File: src/design/cfa_pkg.sv
// Constants, enumerations and carriers for the flags and addressing unit.
// Assumes one 25 MHz clock and an AXI4-Lite master with 16-bit addresses.
`default_nettype none
package cfa_pkg;
	// ****************************************
	// Register map and bus answers
	// ****************************************
	localparam int ADDR_W = 16;
	localparam logic [15:0] ADDR_FLAGS = 16'h0000;
	localparam logic [15:0] ADDR_RESULT = 16'h0004;
	localparam logic [15:0] ADDR_PC = 16'h0008;
	localparam logic [1:0] RESP_OKAY = 2'h0;
	localparam logic [1:0] RESP_SLVERR = 2'h2;
	// ****************************************
	// Flag layout
	// ****************************************
	localparam int BIT_V = 7;
	localparam int BIT_H = 4;
	localparam int BIT_I = 3;
	localparam int BIT_N = 2;
	localparam int BIT_Z = 1;
	localparam int BIT_C = 0;
	localparam logic [7:0] FLAGS_ONES = 8'h60;
	localparam logic [7:0] FLAGS_RESET = 8'h68;
	localparam logic [7:0] DIRECT_PAGE = 8'h00;
	localparam logic [7:0] BCD_LIMIT = 8'h99;
	localparam logic [3:0] BCD_DIGIT_MAX = 4'h9;
	localparam logic [3:0] BCD_FIX = 4'h6;
	// ****************************************
	// Operations and modes
	// ****************************************
	typedef enum logic [1:0] {MODE_INHERENT, MODE_RELATIVE, MODE_IMMEDIATE,
		MODE_DIR} cfa_mode_e;
	typedef enum logic [4:0] {OP_NOP, OP_ADD, OP_ADC, OP_SUB, OP_SBC, OP_AND, OP_LOAD,
		OP_LSL, OP_ROR, OP_DECIMAL_ADJUST, OP_MASK_CLEAR, OP_SEI, OP_TAP, OP_INT_ENTRY,
		OP_BRANCH, OP_BIT_BRANCH, OP_COMPARE_BRANCH, OP_DECREMENT_BRANCH} cfa_op_e;
	typedef enum logic [3:0] {COND_ALWAYS, COND_NEVER, COND_EQ, COND_NE, COND_GT,
		COND_GE, COND_LE, COND_LT, COND_CC, COND_CS} cfa_cond_e;
	typedef struct packed {
		cfa_op_e op;
		cfa_cond_e cond;
		cfa_mode_e src_mode;
		cfa_mode_e dst_mode;
		logic wide;
		logic [2:0] bitsel;
		logic [7:0] a;
		logic [7:0] b;
		logic [15:0] d16;
		logic [7:0] b1;
		logic [7:0] b2;
		logic [7:0] rel_off;
		logic [15:0] pc;
	} cfa_instr_s;
	typedef struct packed {
		logic done;
		logic [15:0] result;
		logic [15:0] ea;
		logic [15:0] dst_ea;
		logic mem_access;
		logic [15:0] pc_next;
		logic taken;
		logic irq_take;
		logic [7:0] flags;
	} cfa_res_s;
	typedef struct packed {
		logic awvalid;
		logic [15:0] awaddr;
		logic wvalid;
		logic [31:0] wdata;
		logic [3:0] wstrb;
		logic bready;
		logic arvalid;
		logic [15:0] araddr;
		logic rready;
	} cfa_axi_req_s;
	typedef struct packed {
		logic awready;
		logic wready;
		logic bvalid;
		logic [1:0] bresp;
		logic arready;
		logic rvalid;
		logic [31:0] rdata;
		logic [1:0] rresp;
	} cfa_axi_rsp_s;
endpackage
`default_nettype wire

File: src/design/cfa_core.sv
// Condition flags, interrupt mask gating and operand address forming.
// Assumes one instruction per op_valid pulse and AXI4-Lite register access.
//
// Behaviour
// - Overflow flag tracks two's complement overflow
// - Signed branches include overflow in condition
// - Half carry from bit 3 on adds
// - Decimal adjust corrects using half carry, carry
// - Set mask blocks maskable interrupts
// - No interrupt right after mask is cleared
// - Negative flag follows result top bit
// - Zero flag set on all-zero result
// - Carry on add carry-out or subtract borrow
// - Shifts, rotates, bit branches update carry
// - One linear 16-bit address space
// - Moves encode separate source and destination modes
// - Test branches reach target relatively
// - Inherent mode makes no memory access
// - Relative offset sign-extended, added when taken
// - Wide immediate reads high byte first
// - Direct address gets zero high byte
// - Flag bits 6 and 5 read one
//
// Chosen here: the AXI4-Lite slave port and the placing of the registers.
`default_nettype none
module cfa_core (
	input wire logic aclk,
	input wire logic aresetn,
	input wire cfa_pkg::cfa_axi_req_s axi_req,
	output var cfa_pkg::cfa_axi_rsp_s axi_rsp,
	input wire logic op_valid,
	input wire cfa_pkg::cfa_instr_s op,
	input wire logic irq_req,
	output var cfa_pkg::cfa_res_s res
);
	import cfa_pkg::*;

	typedef struct packed {
		logic [7:0] flags;
		cfa_res_s res;
		logic aw_got;
		logic [15:0] aw_addr;
		logic w_got;
		logic [7:0] w_byte;
		logic w_lane0;
		cfa_axi_rsp_s rsp;
	} cfa_state_s;

	cfa_state_s st_reg;
	cfa_state_s st_next;

	// ****************************************
	// Helpers
	// ****************************************
	function automatic logic [15:0] mode_len(input cfa_mode_e m, input logic wide);
		case (m)
			MODE_INHERENT: mode_len = 16'h0000;
			MODE_IMMEDIATE: mode_len = wide ? 16'h0002 : 16'h0001;
			default: mode_len = 16'h0001;
		endcase
	endfunction

	function automatic logic [15:0] mode_ea(input cfa_mode_e m, input logic [7:0] lo,
		input logic [15:0] pc);
		case (m)
			MODE_DIR: mode_ea = {DIRECT_PAGE, lo};
			MODE_IMMEDIATE: mode_ea = pc + 16'h0001;
			default: mode_ea = 16'h0000;
		endcase
	endfunction

	function automatic logic fix_check(input logic [7:0] f);
		fix_check = (f & FLAGS_ONES) == FLAGS_ONES;
	endfunction

	function automatic logic cond_true(input cfa_cond_e c, input logic [7:0] f);
		logic nv;
		nv = f[BIT_N] ^ f[BIT_V];
		case (c)
			COND_ALWAYS: cond_true = 1'b1;
			COND_EQ: cond_true = f[BIT_Z];
			COND_NE: cond_true = !f[BIT_Z];
			COND_GT: cond_true = !(f[BIT_Z] | nv);
			COND_GE: cond_true = !nv;
			COND_LE: cond_true = f[BIT_Z] | nv;
			COND_LT: cond_true = nv;
			COND_CC: cond_true = !f[BIT_C];
			COND_CS: cond_true = f[BIT_C];
			default: cond_true = 1'b0;
		endcase
	endfunction

	// ****************************************
	// Arithmetic
	// ****************************************
	logic cin;
	logic [8:0] sum;
	logic [8:0] dif;
	logic hi_fix;
	logic [7:0] corr;
	logic [8:0] adj_sum;
	logic [7:0] dec;
	logic [15:0] len;
	logic test_branch;

	assign cin = (op.op == OP_ADC || op.op == OP_SBC) ? st_reg.flags[BIT_C] : 1'b0;
	assign sum = {1'b0, op.a} + {1'b0, op.b} + {8'h00, cin};
	assign dif = {1'b0, op.a} - {1'b0, op.b} - {8'h00, cin};
	// Correction relies on the flags left by the prior add
	assign hi_fix = st_reg.flags[BIT_C] || (op.a > BCD_LIMIT);
	assign corr[7:4] = hi_fix ? BCD_FIX : 4'h0;
	assign corr[3:0] = (st_reg.flags[BIT_H] || op.a[3:0] > BCD_DIGIT_MAX) ? BCD_FIX : 4'h0;
	assign adj_sum = {1'b0, op.a} + {1'b0, corr};
	assign dec = op.a - 8'h01;
	assign test_branch = op.op == OP_BIT_BRANCH || op.op == OP_COMPARE_BRANCH
		|| op.op == OP_DECREMENT_BRANCH;
	// Offset byte follows operand bytes in test branches
	assign len = 16'h0001 + mode_len(op.src_mode, op.wide) + mode_len(op.dst_mode, 1'b0)
		+ {15'h0000, test_branch};

	// ****************************************
	// Next state
	// ****************************************
	logic [7:0] fl;
	logic [15:0] r;
	logic tk;

	always_comb begin
		st_next = st_reg;
		fl = st_reg.flags;
		r = st_reg.res.result;
		tk = 1'b0;
		st_next.res.done = 1'b0;
		st_next.res.irq_take = 1'b0;
		// Bus write lands first so a same-cycle instruction wins
		if (axi_req.awvalid && st_reg.rsp.awready) begin
			st_next.aw_got = 1'b1;
			st_next.aw_addr = axi_req.awaddr;
		end
		if (axi_req.wvalid && st_reg.rsp.wready) begin
			st_next.w_got = 1'b1;
			st_next.w_byte = axi_req.wdata[7:0];
			st_next.w_lane0 = axi_req.wstrb[0];
		end
		if (st_reg.rsp.bvalid && axi_req.bready) begin
			st_next.rsp.bvalid = 1'b0;
		end
		if (st_next.aw_got && st_next.w_got && !st_reg.rsp.bvalid) begin
			st_next.aw_got = 1'b0;
			st_next.w_got = 1'b0;
			st_next.rsp.bvalid = 1'b1;
			st_next.rsp.bresp = RESP_SLVERR;
			if (st_next.aw_addr == ADDR_FLAGS) begin
				st_next.rsp.bresp = RESP_OKAY;
				if (st_next.w_lane0) begin
					fl = st_next.w_byte | FLAGS_ONES;
				end
			end
		end
		if (st_reg.rsp.rvalid && axi_req.rready) begin
			st_next.rsp.rvalid = 1'b0;
		end
		if (axi_req.arvalid && st_reg.rsp.arready) begin
			st_next.rsp.rvalid = 1'b1;
			st_next.rsp.rresp = RESP_OKAY;
			case (axi_req.araddr)
				ADDR_FLAGS: st_next.rsp.rdata = {24'h000000, st_reg.flags};
				ADDR_RESULT: st_next.rsp.rdata = {st_reg.res.ea, st_reg.res.result};
				ADDR_PC: st_next.rsp.rdata = {16'h0000, st_reg.res.pc_next};
				default: begin
					st_next.rsp.rdata = 32'h00000000;
					st_next.rsp.rresp = RESP_SLVERR;
				end
			endcase
		end
		st_next.rsp.awready = !st_next.aw_got && !st_next.rsp.bvalid;
		st_next.rsp.wready = !st_next.w_got && !st_next.rsp.bvalid;
		st_next.rsp.arready = !st_next.rsp.rvalid;

		if (op_valid) begin
			// Flags not named in a case item stay as they were, except N and Z, which are set after the case for the result-producing ops but OP_DECREMENT_BRANCH
			case (op.op)
				OP_ADD, OP_ADC: begin
					r = {8'h00, sum[7:0]};
					fl[BIT_C] = sum[8];
					fl[BIT_H] = (op.a[3] & op.b[3]) | (op.b[3] & !r[3])
						| (!r[3] & op.a[3]);
					fl[BIT_V] = (op.a[7] == op.b[7]) && (r[7] != op.a[7]);
				end
				OP_SUB, OP_SBC: begin
					r = {8'h00, dif[7:0]};
					fl[BIT_C] = dif[8];
					fl[BIT_V] = (op.a[7] != op.b[7]) && (r[7] != op.a[7]);
				end
				OP_AND: begin
					r = {8'h00, op.a & op.b};
					fl[BIT_V] = 1'b0;
				end
				OP_LOAD: begin
					if (op.wide) begin
						// Immediate word arrives high byte first
						r = (op.src_mode == MODE_IMMEDIATE) ? {op.b1, op.b2}
							: op.d16;
					end else begin
						r = {8'h00, (op.src_mode == MODE_IMMEDIATE) ? op.b1 : op.a};
					end
					fl[BIT_V] = 1'b0;
				end
				OP_LSL: begin
					r = {8'h00, op.a[6:0], 1'b0};
					fl[BIT_C] = op.a[7];
					fl[BIT_V] = op.a[6] ^ op.a[7];
				end
				OP_ROR: begin
					r = {8'h00, st_reg.flags[BIT_C], op.a[7:1]};
					fl[BIT_C] = op.a[0];
					fl[BIT_V] = st_reg.flags[BIT_C] ^ op.a[0];
				end
				OP_DECIMAL_ADJUST: begin
					r = {8'h00, adj_sum[7:0]};
					fl[BIT_C] = hi_fix;
				end
				OP_MASK_CLEAR: fl[BIT_I] = 1'b0;
				OP_SEI: fl[BIT_I] = 1'b1;
				OP_TAP: fl = op.a | FLAGS_ONES;
				// Stacking is finished before this step is issued
				OP_INT_ENTRY: fl[BIT_I] = 1'b1;
				OP_BRANCH: tk = cond_true(op.cond, fl);
				OP_BIT_BRANCH: begin
					fl[BIT_C] = op.a[op.bitsel];
					tk = cond_true(op.cond, fl);
				end
				OP_COMPARE_BRANCH: tk = op.a == op.b;
				OP_DECREMENT_BRANCH: begin
					r = {8'h00, dec};
					tk = dec != 8'h00;
				end
				default: begin
				end
			endcase
			if (op.op inside {OP_ADD, OP_ADC, OP_SUB, OP_SBC, OP_AND, OP_LOAD, OP_LSL,
				OP_ROR, OP_DECIMAL_ADJUST}) begin
				fl[BIT_N] = (op.op == OP_LOAD && op.wide) ? r[15] : r[7];
				fl[BIT_Z] = (op.op == OP_LOAD && op.wide) ? (r == 16'h0000)
					: (r[7:0] == 8'h00);
			end
			st_next.res.done = 1'b1;
			st_next.res.result = r;
			st_next.res.taken = tk;
			st_next.res.ea = mode_ea(op.src_mode, op.b1, op.pc);
			st_next.res.dst_ea = mode_ea(op.dst_mode, op.b2, op.pc);
			st_next.res.mem_access = op.src_mode == MODE_DIR;
			// Offset is added only when the branch is taken
			st_next.res.pc_next = op.pc + len + (tk ? {{8{op.rel_off[7]}}, op.rel_off}
				: 16'h0000);
			// A mask that was set in the old flags blocks this boundary too
			st_next.res.irq_take = irq_req && !fl[BIT_I]
				&& !st_reg.flags[BIT_I];
		end
		st_next.flags = fl;
		st_next.res.flags = fl;
	end

	always_ff @(posedge aclk) begin
		if (!aresetn) begin
			st_reg <= '0;
			st_reg.flags <= FLAGS_RESET;
			st_reg.res.flags <= FLAGS_RESET;
		end else begin
			st_reg <= st_next;
		end
	end

	assign axi_rsp = st_reg.rsp;
	assign res = st_reg.res;
endmodule
`default_nettype wire

File: config.mk
export PLATFORM = sky130hd
export DESIGN_NAME = cfa_core
export DESIGN_NICKNAME = d
export VERILOG_FILES = /design/src/design/cfa_pkg.sv /design/src/design/cfa_core.sv
export SDC_FILE = /design/constraint.sdc
export NUM_CORES = 1
export LEC_CHECK = 0
export BUFFER_PORTS_ARGS = -buffer_cell sky130_fd_sc_hd__buf_4
export CORE_MARGIN = 3
export CORE_UTILIZATION = 54
export DETAILED_ROUTE_END_ITERATION = 16
export GPL_ROUTABILITY_DRIVEN = 0
export PLACE_DENSITY = 0.79
export SYNTH_ARGS = -nofsm -noshare
export SYNTH_HDL_FRONTEND = slang
export SYNTH_SLANG_ARGS = --single-unit
export TNS_END_PERCENT = 5
File: constraint.sdc
create_clock -name aclk -period 7.35 [get_ports aclk]
set_clock_uncertainty 0.1 [all_clocks]
set_input_delay 1.47 -clock aclk [delete_from_list [all_inputs] [get_ports aclk]]
set_output_delay 1.47 -clock aclk [all_outputs]
set_load 0.03 [all_outputs]
## Word-level counts from Yosys, hierarchy flattened

Index checks and enable logic that the tools add are counted.

| word-level totals | value |
|---|---|
| bits in registers | 144 |
| input bits | 166 |
| logic and storage cells | 178 |
| output and inout bits | 117 |

| operators by class | value |
|---|---|
| bitwise gates (word level) | 10 |
| add/sub/neg operators | 12 |
| reductions and logical operators | 48 |
| order comparisons | 3 |
| mux-type cells | 46 |
| eq/ne operators | 36 |

Operators by type and width:

| operator | number |
|---|---|
| case mux 16 bit (8 select lines) | 1 |
| case mux 32 bit (3 select lines) | 1 |
| 2-to-1 mux 68 bit | 1 |
| 2-to-1 mux 16 bit | 4 |
| case mux 16 bit (2 select lines) | 2 |
| adder 16 bit | 3 |
| logical NOT 16 bit | 3 |
| equality test 5 x 4 -> 1 bit (second input constant) | 8 |
| 2-to-1 mux 8 bit | 5 |
| 2-to-1 mux 35 bit | 1 |
| equality test 5 x 3 -> 1 bit (second input constant) | 4 |
| case mux 1 bit (9 select lines) | 2 |
| 2-to-1 mux 17 bit | 1 |
| adder 1 x 16 -> 16 bit (first input constant) | 1 |
| adder 16 x 1 -> 16 bit | 1 |
| adder 16 x 1 -> 16 bit (second input constant) | 1 |
| equality test 16 x 3 -> 1 bit (second input constant) | 1 |
| equality test 16 x 4 -> 1 bit (second input constant) | 1 |
| equality test 4 x 3 -> 1 bit (second input constant) | 4 |
| logical AND 1 bit | 14 |
| logical NOT 1 bit | 13 |
| 2-to-1 mux 2 bit | 6 |
| case mux 1 bit (6 select lines) | 2 |
| 2-to-1 mux 1 bit | 11 |
| 38 further kinds | 64 |

## Logic depth before layout (Yosys ltp)

Gate-level depths: netlist (run 1).

| depth | value |
|---|---|
| depth in word-level cells | 14 |
| mapped depth | 24 |
| gate-level depth less buffers | 23 |

## Worst setup path before layout (run 1)

OpenSTA, ideal clock, no wires.

| timing | value |
|---|---|
| path kind | input to register |
| start | input axi_req[55] (netlist bit) |
| end | register res[22] (netlist name) |
| required time | 7135 ps |
| stages on the path | 22 |
| data arrival time | 5979 ps |
| setup slack | 1157 ps |
| path buffers | 1 |
| library setup time | 115 ps |
| cell sequence | buf_2 > a21oi_2 > or2_1 > a2111o_1 > o21a_1 > o32a_2 > a21o_1 > nand2_1 > nand2_1 > fa_1 > inv_1 > ha_1 > fa_1 > a21o_1 > a21oi_1 > o21bai_1 > a211oi_1 > nor3_1 > nor3_1 > or3_1 > a21oi_1 > o21a_1 |

| on the way | value |
|---|---|
| word-level cells in the longest chain between the ends | 13 |
| elaborated cells on any way between the ends | 19 |
| those cells by class | add/sub (1); mux (9); bitwise (2); reduce/logical (7) |

RTL lines:

| element | line | text |
|---|---|---|
| start: declaration | cfa_core.sv:29 | `input wire cfa_pkg::cfa_axi_req_s axi_req,` |
| logical AND 1 bit (*) | cfa_core.sv:140 | `if (axi_req.wvalid && st_reg.rsp.wready) begin` |
| 2-to-1 mux 10 bit (*) | cfa_core.sv:140 |  |
| 2-to-1 mux 8 bit / logical AND 1 bit (equally long branches) | cfa_core.sv:155, cfa_core.sv:148 |  |
| 2-to-1 mux 8 bit / logical AND 1 bit (equally long branches) | cfa_core.sv:153, cfa_core.sv:148 |  |
| 2-to-1 mux 8 bit (*) | cfa_core.sv:148 | `if (st_next.aw_got && st_next.w_got && !st_reg.rsp.bvalid) begin` |
| XOR 1 bit | cfa_core.sv:78 | `nv = f[BIT_N] ^ f[BIT_V];` |
| OR 1 bit | cfa_core.sv:83, cfa_core.sv:85 |  |
| logical NOT 1 bit | cfa_core.sv:83 | `COND_GT: cond_true = !(f[BIT_Z] \| nv);` |
| case mux 1 bit (9 select lines) | cfa_core.sv:79 | `case (c)` |
| case mux 1 bit (4 select lines) (*) | cfa_core.sv:182 | `case (op.op)` |
| 2-to-1 mux 1 bit (*) | cfa_core.sv:180 | `if (op_valid) begin` |
| 2-to-1 mux 16 bit (*) | cfa_core.sv:254 | `st_next.res.pc_next = op.pc + len + (tk ? {{8{op.rel_off[7]}}, op.rel_off}` |
| adder 16 bit (*) | cfa_core.sv:254 |  |

Every way passes the cells marked *; elsewhere a longest branch is shown, timed or not. The select of a mux whose other input is x is not followed.
A chain may end at the register's enable or synchronous reset.

## Final worst setup path (run 1)

| timing | value |
|---|---|
| start | input axi_req[56] (netlist bit) |
| end | register res[25] (netlist name) |

| on the way | value |
|---|---|
| word-level cells in the longest chain between the ends | 12 |
| elaborated cells on any way between the ends | 16 |
| those cells by class | add/sub (1); mux (8); bitwise (2); reduce/logical (5) |

RTL lines:

| element | line | text |
|---|---|---|
| 2-to-1 mux 17 bit (*) | cfa_core.sv:136 | `if (axi_req.awvalid && st_reg.rsp.awready) begin` |
| logical NOT 16 bit (*) | cfa_core.sv:153 | `if (st_next.aw_addr == ADDR_FLAGS) begin` |
| 2-to-1 mux 8 bit (*) | cfa_core.sv:153 |  |
| 2-to-1 mux 8 bit (*) | cfa_core.sv:148 |  |
| XOR 1 bit | cfa_core.sv:78 |  |
| OR 1 bit | cfa_core.sv:83, cfa_core.sv:85 |  |
| logical NOT 1 bit | cfa_core.sv:83 |  |
| case mux 1 bit (9 select lines) | cfa_core.sv:79 |  |
| case mux 1 bit (4 select lines) (*) | cfa_core.sv:182 |  |
| 2-to-1 mux 1 bit (*) | cfa_core.sv:180 |  |
| 2-to-1 mux 16 bit (*) | cfa_core.sv:254 |  |
| adder 16 bit (*) | cfa_core.sv:254 |  |

Marked as above.

==> metrics.md, run 1 <==
| Metric | Value |
|---|---|
| Crit Path Category | `primary input to flip-flop` |
| Met2 Resource Use GR | `0.4865` |
| IO Pins | `283` |
| Register area | `2803 µm²` |
| Clock slew seen by the registers of the worst setup and hold paths | `60 ps` |
| TritonCTS Buffers | `17` |
| Initial antenna violation count | `0` |
| Post-synthesis cell area | `10620 µm²` |
| Mapped Cells | `1328` |
| Postcts setup bufs | `0` |
| Overall power | `0.002280 W` |
| DRT iter0 DRCs | `1110` |
| Final min period | `6868 ps` |
| Worst slew pin tran | `1099 ps` |
| Asr flop ratio synth | `0` |
| Core area | `19020 µm²` |
| Largest register FFs | `76` |
| Post-synthesis compound-gate area fraction | `0.1853` |
| Hold Vio Cnt, Final | `0` |
| CTS tree | `built` |
| Met3 Use GR | `0.06611` |
| Max_slew headroom | `0.2663` |
| Drt via density | `6.063` |
| Unrepaired setup endpoints after global routing | `no` |
| Final Max Tran Viols | `0` |
| Fillers | `1653` |
| Largest net degree at the start of global routing | `57` |
| Fmax | `145.6 MHz` |
| M1 GR Usage | `0.4304` |
| CP Launch Type | `primary input` |
| Routed wire length | `34.23 mm` |
| Finished Cell Area | `12390 µm²` |
| Clock buffer depth | `2` |
| Hold/Removal Path Class | `flip-flop to flip-flop` |
| Antenna diodes | `0` |
| CTS Sinks | `140` |
| Post-placement cell area | `11800 µm²` |
| Synth warnings | `0` |
| Mux cell area share after synthesis | `0.05681` |
| WP data arrival | `7070 ps` |
| Share of cells above drive strength 1 | `0.2350` |
| Hold_buf cts | `0` |
| Hpwl dp | `26.19 mm` |
| CTS resizes | `0` |
| Pre-antenna DRT Iters | `6` |
| DR DRC count | `0` |
| Number of nets in the layout | `1674` |
| Die Ht | `146.2 µm` |
| R2R cell count | `21` |
| RR Startpoint | `axi_rsp[40]` |
| Synthesis-to-layout area growth | `16.72%` |
| Worst skew pair latency | `430 ps` |
| Power per cell area | `184.0 nW/µm²` |
| Total Neg Setup Slack | `0 ps` |
| P_leak | `5.399 nW` |
| Tot GR Track Use | `0.3102` |
| Max rail drop VDD | `0.0001998 V` |
| Cell variety after synth | `81` |
| Multi-input gate area | `6506 µm²` |
| CP endpoint kind | `flip-flop` |
| Max-cap violations | `0` |
| Yosys reg bits | `140` |
| Post-synthesis sequential area ratio | `0.2640` |
| Post-synth EDFFs | `0` |
| DIE AREA | `21380 µm²` |
| Outcome | `finished, final reports clean` |
| Reg2Reg Setup Slack | `1260 ps` |
| H-tree depth | `4` |
| Root buffer cell | `clkbuf_16` |
| CP Max Fanout | `9` |
| Grt ovf | `0` |
| DRT antenna net count | `0` |
| Hold path depth | `2` |
| Vias in the first global route | `9719` |
| Via count | `10.30k` |
| Placement Rows | `50` |
| Die W | `146.2 µm` |
| Hold Path End | `axi_rsp[19]` |
| Worst r2r dst | `res[25]` |
| First-pass GRT wire length | `53.38 mm` |
| Synth Area in Adders | `0.1042` |
| Most used routing layer | `met2` |
| Post-synthesis simple-gate area fraction | `0.2185` |
| Starting Density | `0.5582` |
| Hold Path Origin | `axi_rsp[19]` |
| Wire per inst | `20.16 µm` |
| Tcrit/Tclk final | `0.9344` |
| Post-synthesis xor/xnor area fraction | `0.04573` |
| Crit path required time | `7550 ps` |
| Synth Flop Type | `dfxtp_1` |
| Port bufs | `251` |
| Final setup viols | `0` |
| Hold WS | `353.4 ps` |
| Syn avg cell area | `7.994 µm²` |
| Largest family of logic cells by synthesized area | `simple AND/OR/NAND/NOR gates` |
| Post-route core utilization | `0.6516` |
## where the power goes
group          internal (W)  switching, W
sequential         0.000793     0.0000419
combinational      0.000239      0.000342
clock              0.000501      0.000363
## worst max-delay path, cell delays in order
cell and delay, ps:
buf_4 110, nor4_1 400, a22oi_1 260, a2111o_1 530, mux2i_2 280, o31ai_1 130, a211oi_2 320, nand2_1 350
nand2_1 190, fa_1 430, inv_1 70, ha_1 270, ha_1 300, a21o_1 130, a31oi_1 150, a211oi_1 380
nor3_1 130, o41ai_1 580, and3_1 260, o21ai_0 90, a21oi_1 180, a211oi_2 50
## how the worst max path moves through the flow
stage / from / end / slack [ps] / depth (start not counted)
floorplan: axi_req[55] / res[22] / 1160 / 22
finish: axi_req[56] / res[25] / 480 / 22
global placement: axi_req[68] / res[25] / 270 / 22
detailed placement: axi_req[68] / res[25] / 160 / 22
global route: axi_req[56] / res[25] / 120 / 22
CTS: axi_req[68] / res[25] / 570 / 22
## placed cells by master, fill, tap and decap left out, types with 12 or more instances in the layout
master and instances:
a211oi_1 14, a21oi_1 101, a22oi_1 24, and2_1 26, and3_1 13, buf_4 264, clkbuf_16 17, dfxtp_1 140
ha_1 74, inv_1 47, mux2i_1 33, nand2_1 132, nand2b_1 12, nand3_1 41, nand4_1 13, nor2_1 142
nor3_1 29, nor4_1 12, o21ai_0 49, xnor2_1 33, xor2_1 18
## cells by family (layout without fill, tap and decap cells)
group	after synthesis	after routing
buffers and inverters	236	345
multiplexers	47	47
flip-flops	140	140
AND/OR/NAND/NOR	474	474
other	1	2
AO/OA/AOI/OAI	294	294
XOR/XNOR	53	53
adder cells (fa/ha/maj)	83	83
## layout make-up
type | count | share of cell area
inverters | 49 | 0.01494
flip-flops and latches | 140 | 0.2262
clock buffers | 20 | 0.03766
clock inverters | 12 | 0.009996
well taps | 260 | 0.02625
repair buffers | 264 | 0.1599
multi-input cells | 953 | 0.5250
## cell usage after synthesis, drive strengths merged (12+ instances only)
master	n	area, µm²
nand3	41	205.2
xnor2	34	305.3
buf	129	927.1
nor4	19	188.9
nand2b	12	75.07
nand2	132	495.5
inv	49	183.9
and3	14	88.84
ha	74	925.9
nor3	29	145.1
nand4	14	93.84
a21oi	102	514.2
xor2	18	157.7
a22oi	24	180.2
mux2i	34	344.1
clkbuf	58	217.7
and2	26	162.7
dfxtp	140	2803
a211oi	17	137.6
o21ai	49	245.2
nor2	142	533.0
## layer usage
layer | wire length, µm | part of all wire
met5 | 0 | 0
met2 | 15110 | 0.44
met1 | 14600 | 0.43
met3 | 3738 | 0.11
met4 | 788 | 0.023
## metrics by stage
step	setup slack, ps	cells
final	482.1	1698
after global routing	116.2	1698
after floorplan	1157	1329
after global placement	269.1	1666
after detailed placement	163.8	1666
after CTS	566.4	1698
Note: power is estimated with default switching activity, not from simulation.
==> inputs of run 2 (changes only) <==
--- a/config.mk
+++ b/config.mk
@@ -7,10 +7,12 @@
 export LEC_CHECK = 0
 export BUFFER_PORTS_ARGS = -buffer_cell sky130_fd_sc_hd__buf_4
 export CORE_MARGIN = 3
-export CORE_UTILIZATION = 54
+export CORE_UTILIZATION = 55
+export CTS_BUF_LIST = sky130_fd_sc_hd__clkbuf_4 sky130_fd_sc_hd__clkbuf_8
 export DETAILED_ROUTE_END_ITERATION = 16
 export GPL_ROUTABILITY_DRIVEN = 0
-export PLACE_DENSITY = 0.79
+export PLACE_DENSITY = 0.8
+export RECOVER_POWER = 25
 export SYNTH_ARGS = -nofsm -noshare
 export SYNTH_HDL_FRONTEND = slang
 export SYNTH_SLANG_ARGS = --single-unit
==> run 2 against run 1 <==
- the run now ends with max-capacitance violations, max-slew violations left
- fmax increased by 0.37%
- critical path type unchanged
- sequential cell count unchanged
- first-iteration DRC count decreased by 5.0%
- highest routed layer unchanged
- setup slack improved by 25 ps
- largest power group is now registers
- clock power decreased by 32%
- sequential power about the same
- via count decreased by 1.0%
- combinational power decreased by 2%
- cell area decreased by 3.7%
- sequential share of layout area increased by 0.88 points
- hold slack improved by 1.5 ps
- non-clock buffer count decreased by 1
==> metrics.md, run 2 (synthesis gave the netlist of run 1 again) <==
| Metric | Value |
|---|---|
| TritonCTS Buffers | `17 (unchanged)` |
| Total Neg Setup Slack | `0 ps (unchanged)` |
| Die Ht | `144.9 µm (-0.88%)` |
| CTS Sinks | `140 (unchanged)` |
| CP endpoint kind | `flip-flop` |
| Slowest library cell on the worst path | `a2111o_1` |
| Share of cells above drive strength 1 | `0.1935 (-0.04159)` |
| CTS tree | `built` |
| Outcome | `finished with violations` |
| Max-cap violations | `1 (+1)` |
| First-pass GRT wire length | `52.75 mm (-1.2%)` |
| Largest register FFs | `76 (unchanged)` |
| Commonest non-fill, non-tap cells in the layout | `buf_4 (204), nor2_1 (142), dfxtp_1 (140), nand2_1 (132), a21oi_1 (101)` |
| Root buffer cell | `clkbuf_8` |
| Worst slew pin tran | `1535 ps (+436.0 ps)` |
| Drt via density | `6.004 (-0.98%)` |
| Hold WS | `354.9 ps (+1.542 ps)` |
| Clock buffer depth | `2 (unchanged)` |
| Routed wire length | `33.70 mm (-1.5%)` |
| Grt ovf | `0 (unchanged)` |
| Crit path required time | `7590 ps (+40 ps)` |
| Number of nets in the layout | `1673 (-0.060%)` |
| Final Max Tran Viols | `36 (+36)` |
| Port bufs | `251 (unchanged)` |
| Non-filler cells, final | `1697 (-0.059%)` |
| DRT iter0 DRCs | `1054 (-5.0%)` |
| Hold Path Origin | `axi_rsp[31]` |
| Largest net degree at the start of global routing | `75 (+32%)` |
| Max rail drop VDD | `0.0001180 V (-41%)` |
| WP data arrival | `7080 ps (about the same)` |
| Hold Vio Cnt, Final | `0 (unchanged)` |
| WP buf/inv | `2 (unchanged)` |
| Hold/Removal Path Class | `flip-flop to flip-flop` |
| Tcrit/Tclk final | `0.9310 (-0.003427)` |
| Overall power | `0.001990 W (-13%)` |
| Initial antenna violation count | `0 (unchanged)` |
| H-tree depth | `4 (unchanged)` |
| Fillers | `1742 (+5.4%)` |
| Crit Path Category | `primary input to flip-flop` |
| Multi-input gate area | `6506 µm² (unchanged)` |
| Commonest non-fill, non-tap cell in the layout | `buf_4` |
| CTS resizes | `0 (unchanged)` |
| Fmax | `146.1 MHz (+0.37%)` |
| R2R cell count | `21 (unchanged)` |
| CP Launch Type | `primary input` |
| Placement Rows | `50 (unchanged)` |
| Starting Density | `0.5638 (+0.005564)` |
| Pre-antenna DRT Iters | `6 (unchanged)` |
| Post-route core utilization | `0.6336 (-0.01802)` |
| RR Startpoint | `axi_rsp[40]` |
| DP Cell Count | `1665 (-0.060%)` |
| IO Pins | `283 (unchanged)` |
| Worst skew pair latency | `460 ps (+30 ps)` |
| Vias in the first global route | `9470 (-2.6%)` |
| DIE AREA | `21010 µm² (-1.7%)` |
| Register area | `2803 µm² (unchanged)` |
| Largest delay contributor family on the critical path | `compound AO/OA/AOI/OAI gates` |
| Hpwl dp | `26.15 mm (-0.16%)` |
| Critical path cell sequence | `buf_4, and2_0, nand4_2, a2111o_1, mux2i_2, o31ai_1, a211oi_2, nand2_1, nand2_1, fa_1, inv_1, ha_1, ha_1, a21o_1, a31oi_1, a211oi_1, nor3_1, o41ai_1, and3_1, o21ai_0, a21oi_1, a211oi_2` |
| Hold Path End | `axi_rsp[31]` |
| Antenna diodes | `0 (unchanged)` |
| CP peak stage delay | `600 ps (+20 ps)` |
| Hold_buf cts | `0 (unchanged)` |
| Reg2Reg Setup Slack | `1210 ps (-50 ps)` |
| Failing checks | `max-capacitance violations, max-slew violations` |
| Wire per inst | `19.86 µm (-1.5%)` |
| CP Max Fanout | `10 (+1)` |
| Unrepaired setup endpoints after global routing | `no` |
| Core area | `18830 µm² (-0.99%)` |
| Clock slew seen by the registers of the worst setup and hold paths | `80 ps (+20 ps)` |
| P_leak | `5.032 nW (-6.8%)` |
| DR DRC count | `0 (unchanged)` |
| Hold path depth | `2 (unchanged)` |
| Max_slew headroom | `-0.02304 (-0.2893)` |
| Worst r2r dst | `res[25]` |
| Synthesis-to-layout area growth | `12.37%` |
| Power per cell area | `166.8 nW/µm² (-9.4%)` |
| Die W | `144.9 µm (-0.88%)` |
| Via count | `10.19k (-1.0%)` |
| Tot GR Track Use | `0.3100 (about the same)` |
| Postcts setup bufs | `0 (unchanged)` |
| DRT antenna net count | `0 (unchanged)` |
| Final setup viols | `0 (unchanged)` |
| Final min period | `6843 ps (-25.19 ps)` |
==> run 2: how the worst max path moves through the flow <==
stage / start / to / slack, ps / cells after the start
after global routing: axi_req[72] / res[25] / 130 / 22
after global placement: axi_req[68] / res[25] / 320 / 22
after CTS: axi_req[68] / res[25] / 660 / 22
after floorplan: axi_req[55] / res[22] / 1160 / 22
after detailed placement: axi_req[68] / res[22] / 210 / 22
final: axi_req[72] / res[25] / 510 / 22
==> run 2: metal layers <==
layer  up-vias  GRT usage  wire length [µm]
met2       630     0.4850             14990
met4         0    0.08694               763
met1      4721     0.4362             14270
li1       4776          -                 -
met5         -          0                 0
met3        61    0.06402              3683
==> run 2: through the flow <==
stage                     setup WS, ps  area [µm²]
after floorplan                   1157       10620
after global placement           318.6       11790
after detailed placement         211.0       11790
after CTS                        658.3       12150
after global routing             129.9       11930
final                            507.3       11930
==> run 2: final cells by class <==
cell class / count / area share
tap: 260 / 0.02727
clock buffer: 18 / 0.02077
clock inverter: 14 / 0.009229
sequential: 140 / 0.2349
multi-input combinational: 953 / 0.5454
timing repair buffer: 263 / 0.1469
inverter: 49 / 0.01552
==> run 2: tightest hold or removal path, stage by stage, from the launching register on <==
cell and delay, ps:
dfxtp_1 320, nand2_1 50, a21oi_1 50
==> run 2: report_power, final <==
group	total, W	switching, W	internal, W
combinational	0.000571	0.000339	0.000233
clock	0.000584	0.000337	0.000248
sequential	0.000834	0.0000419	0.000792
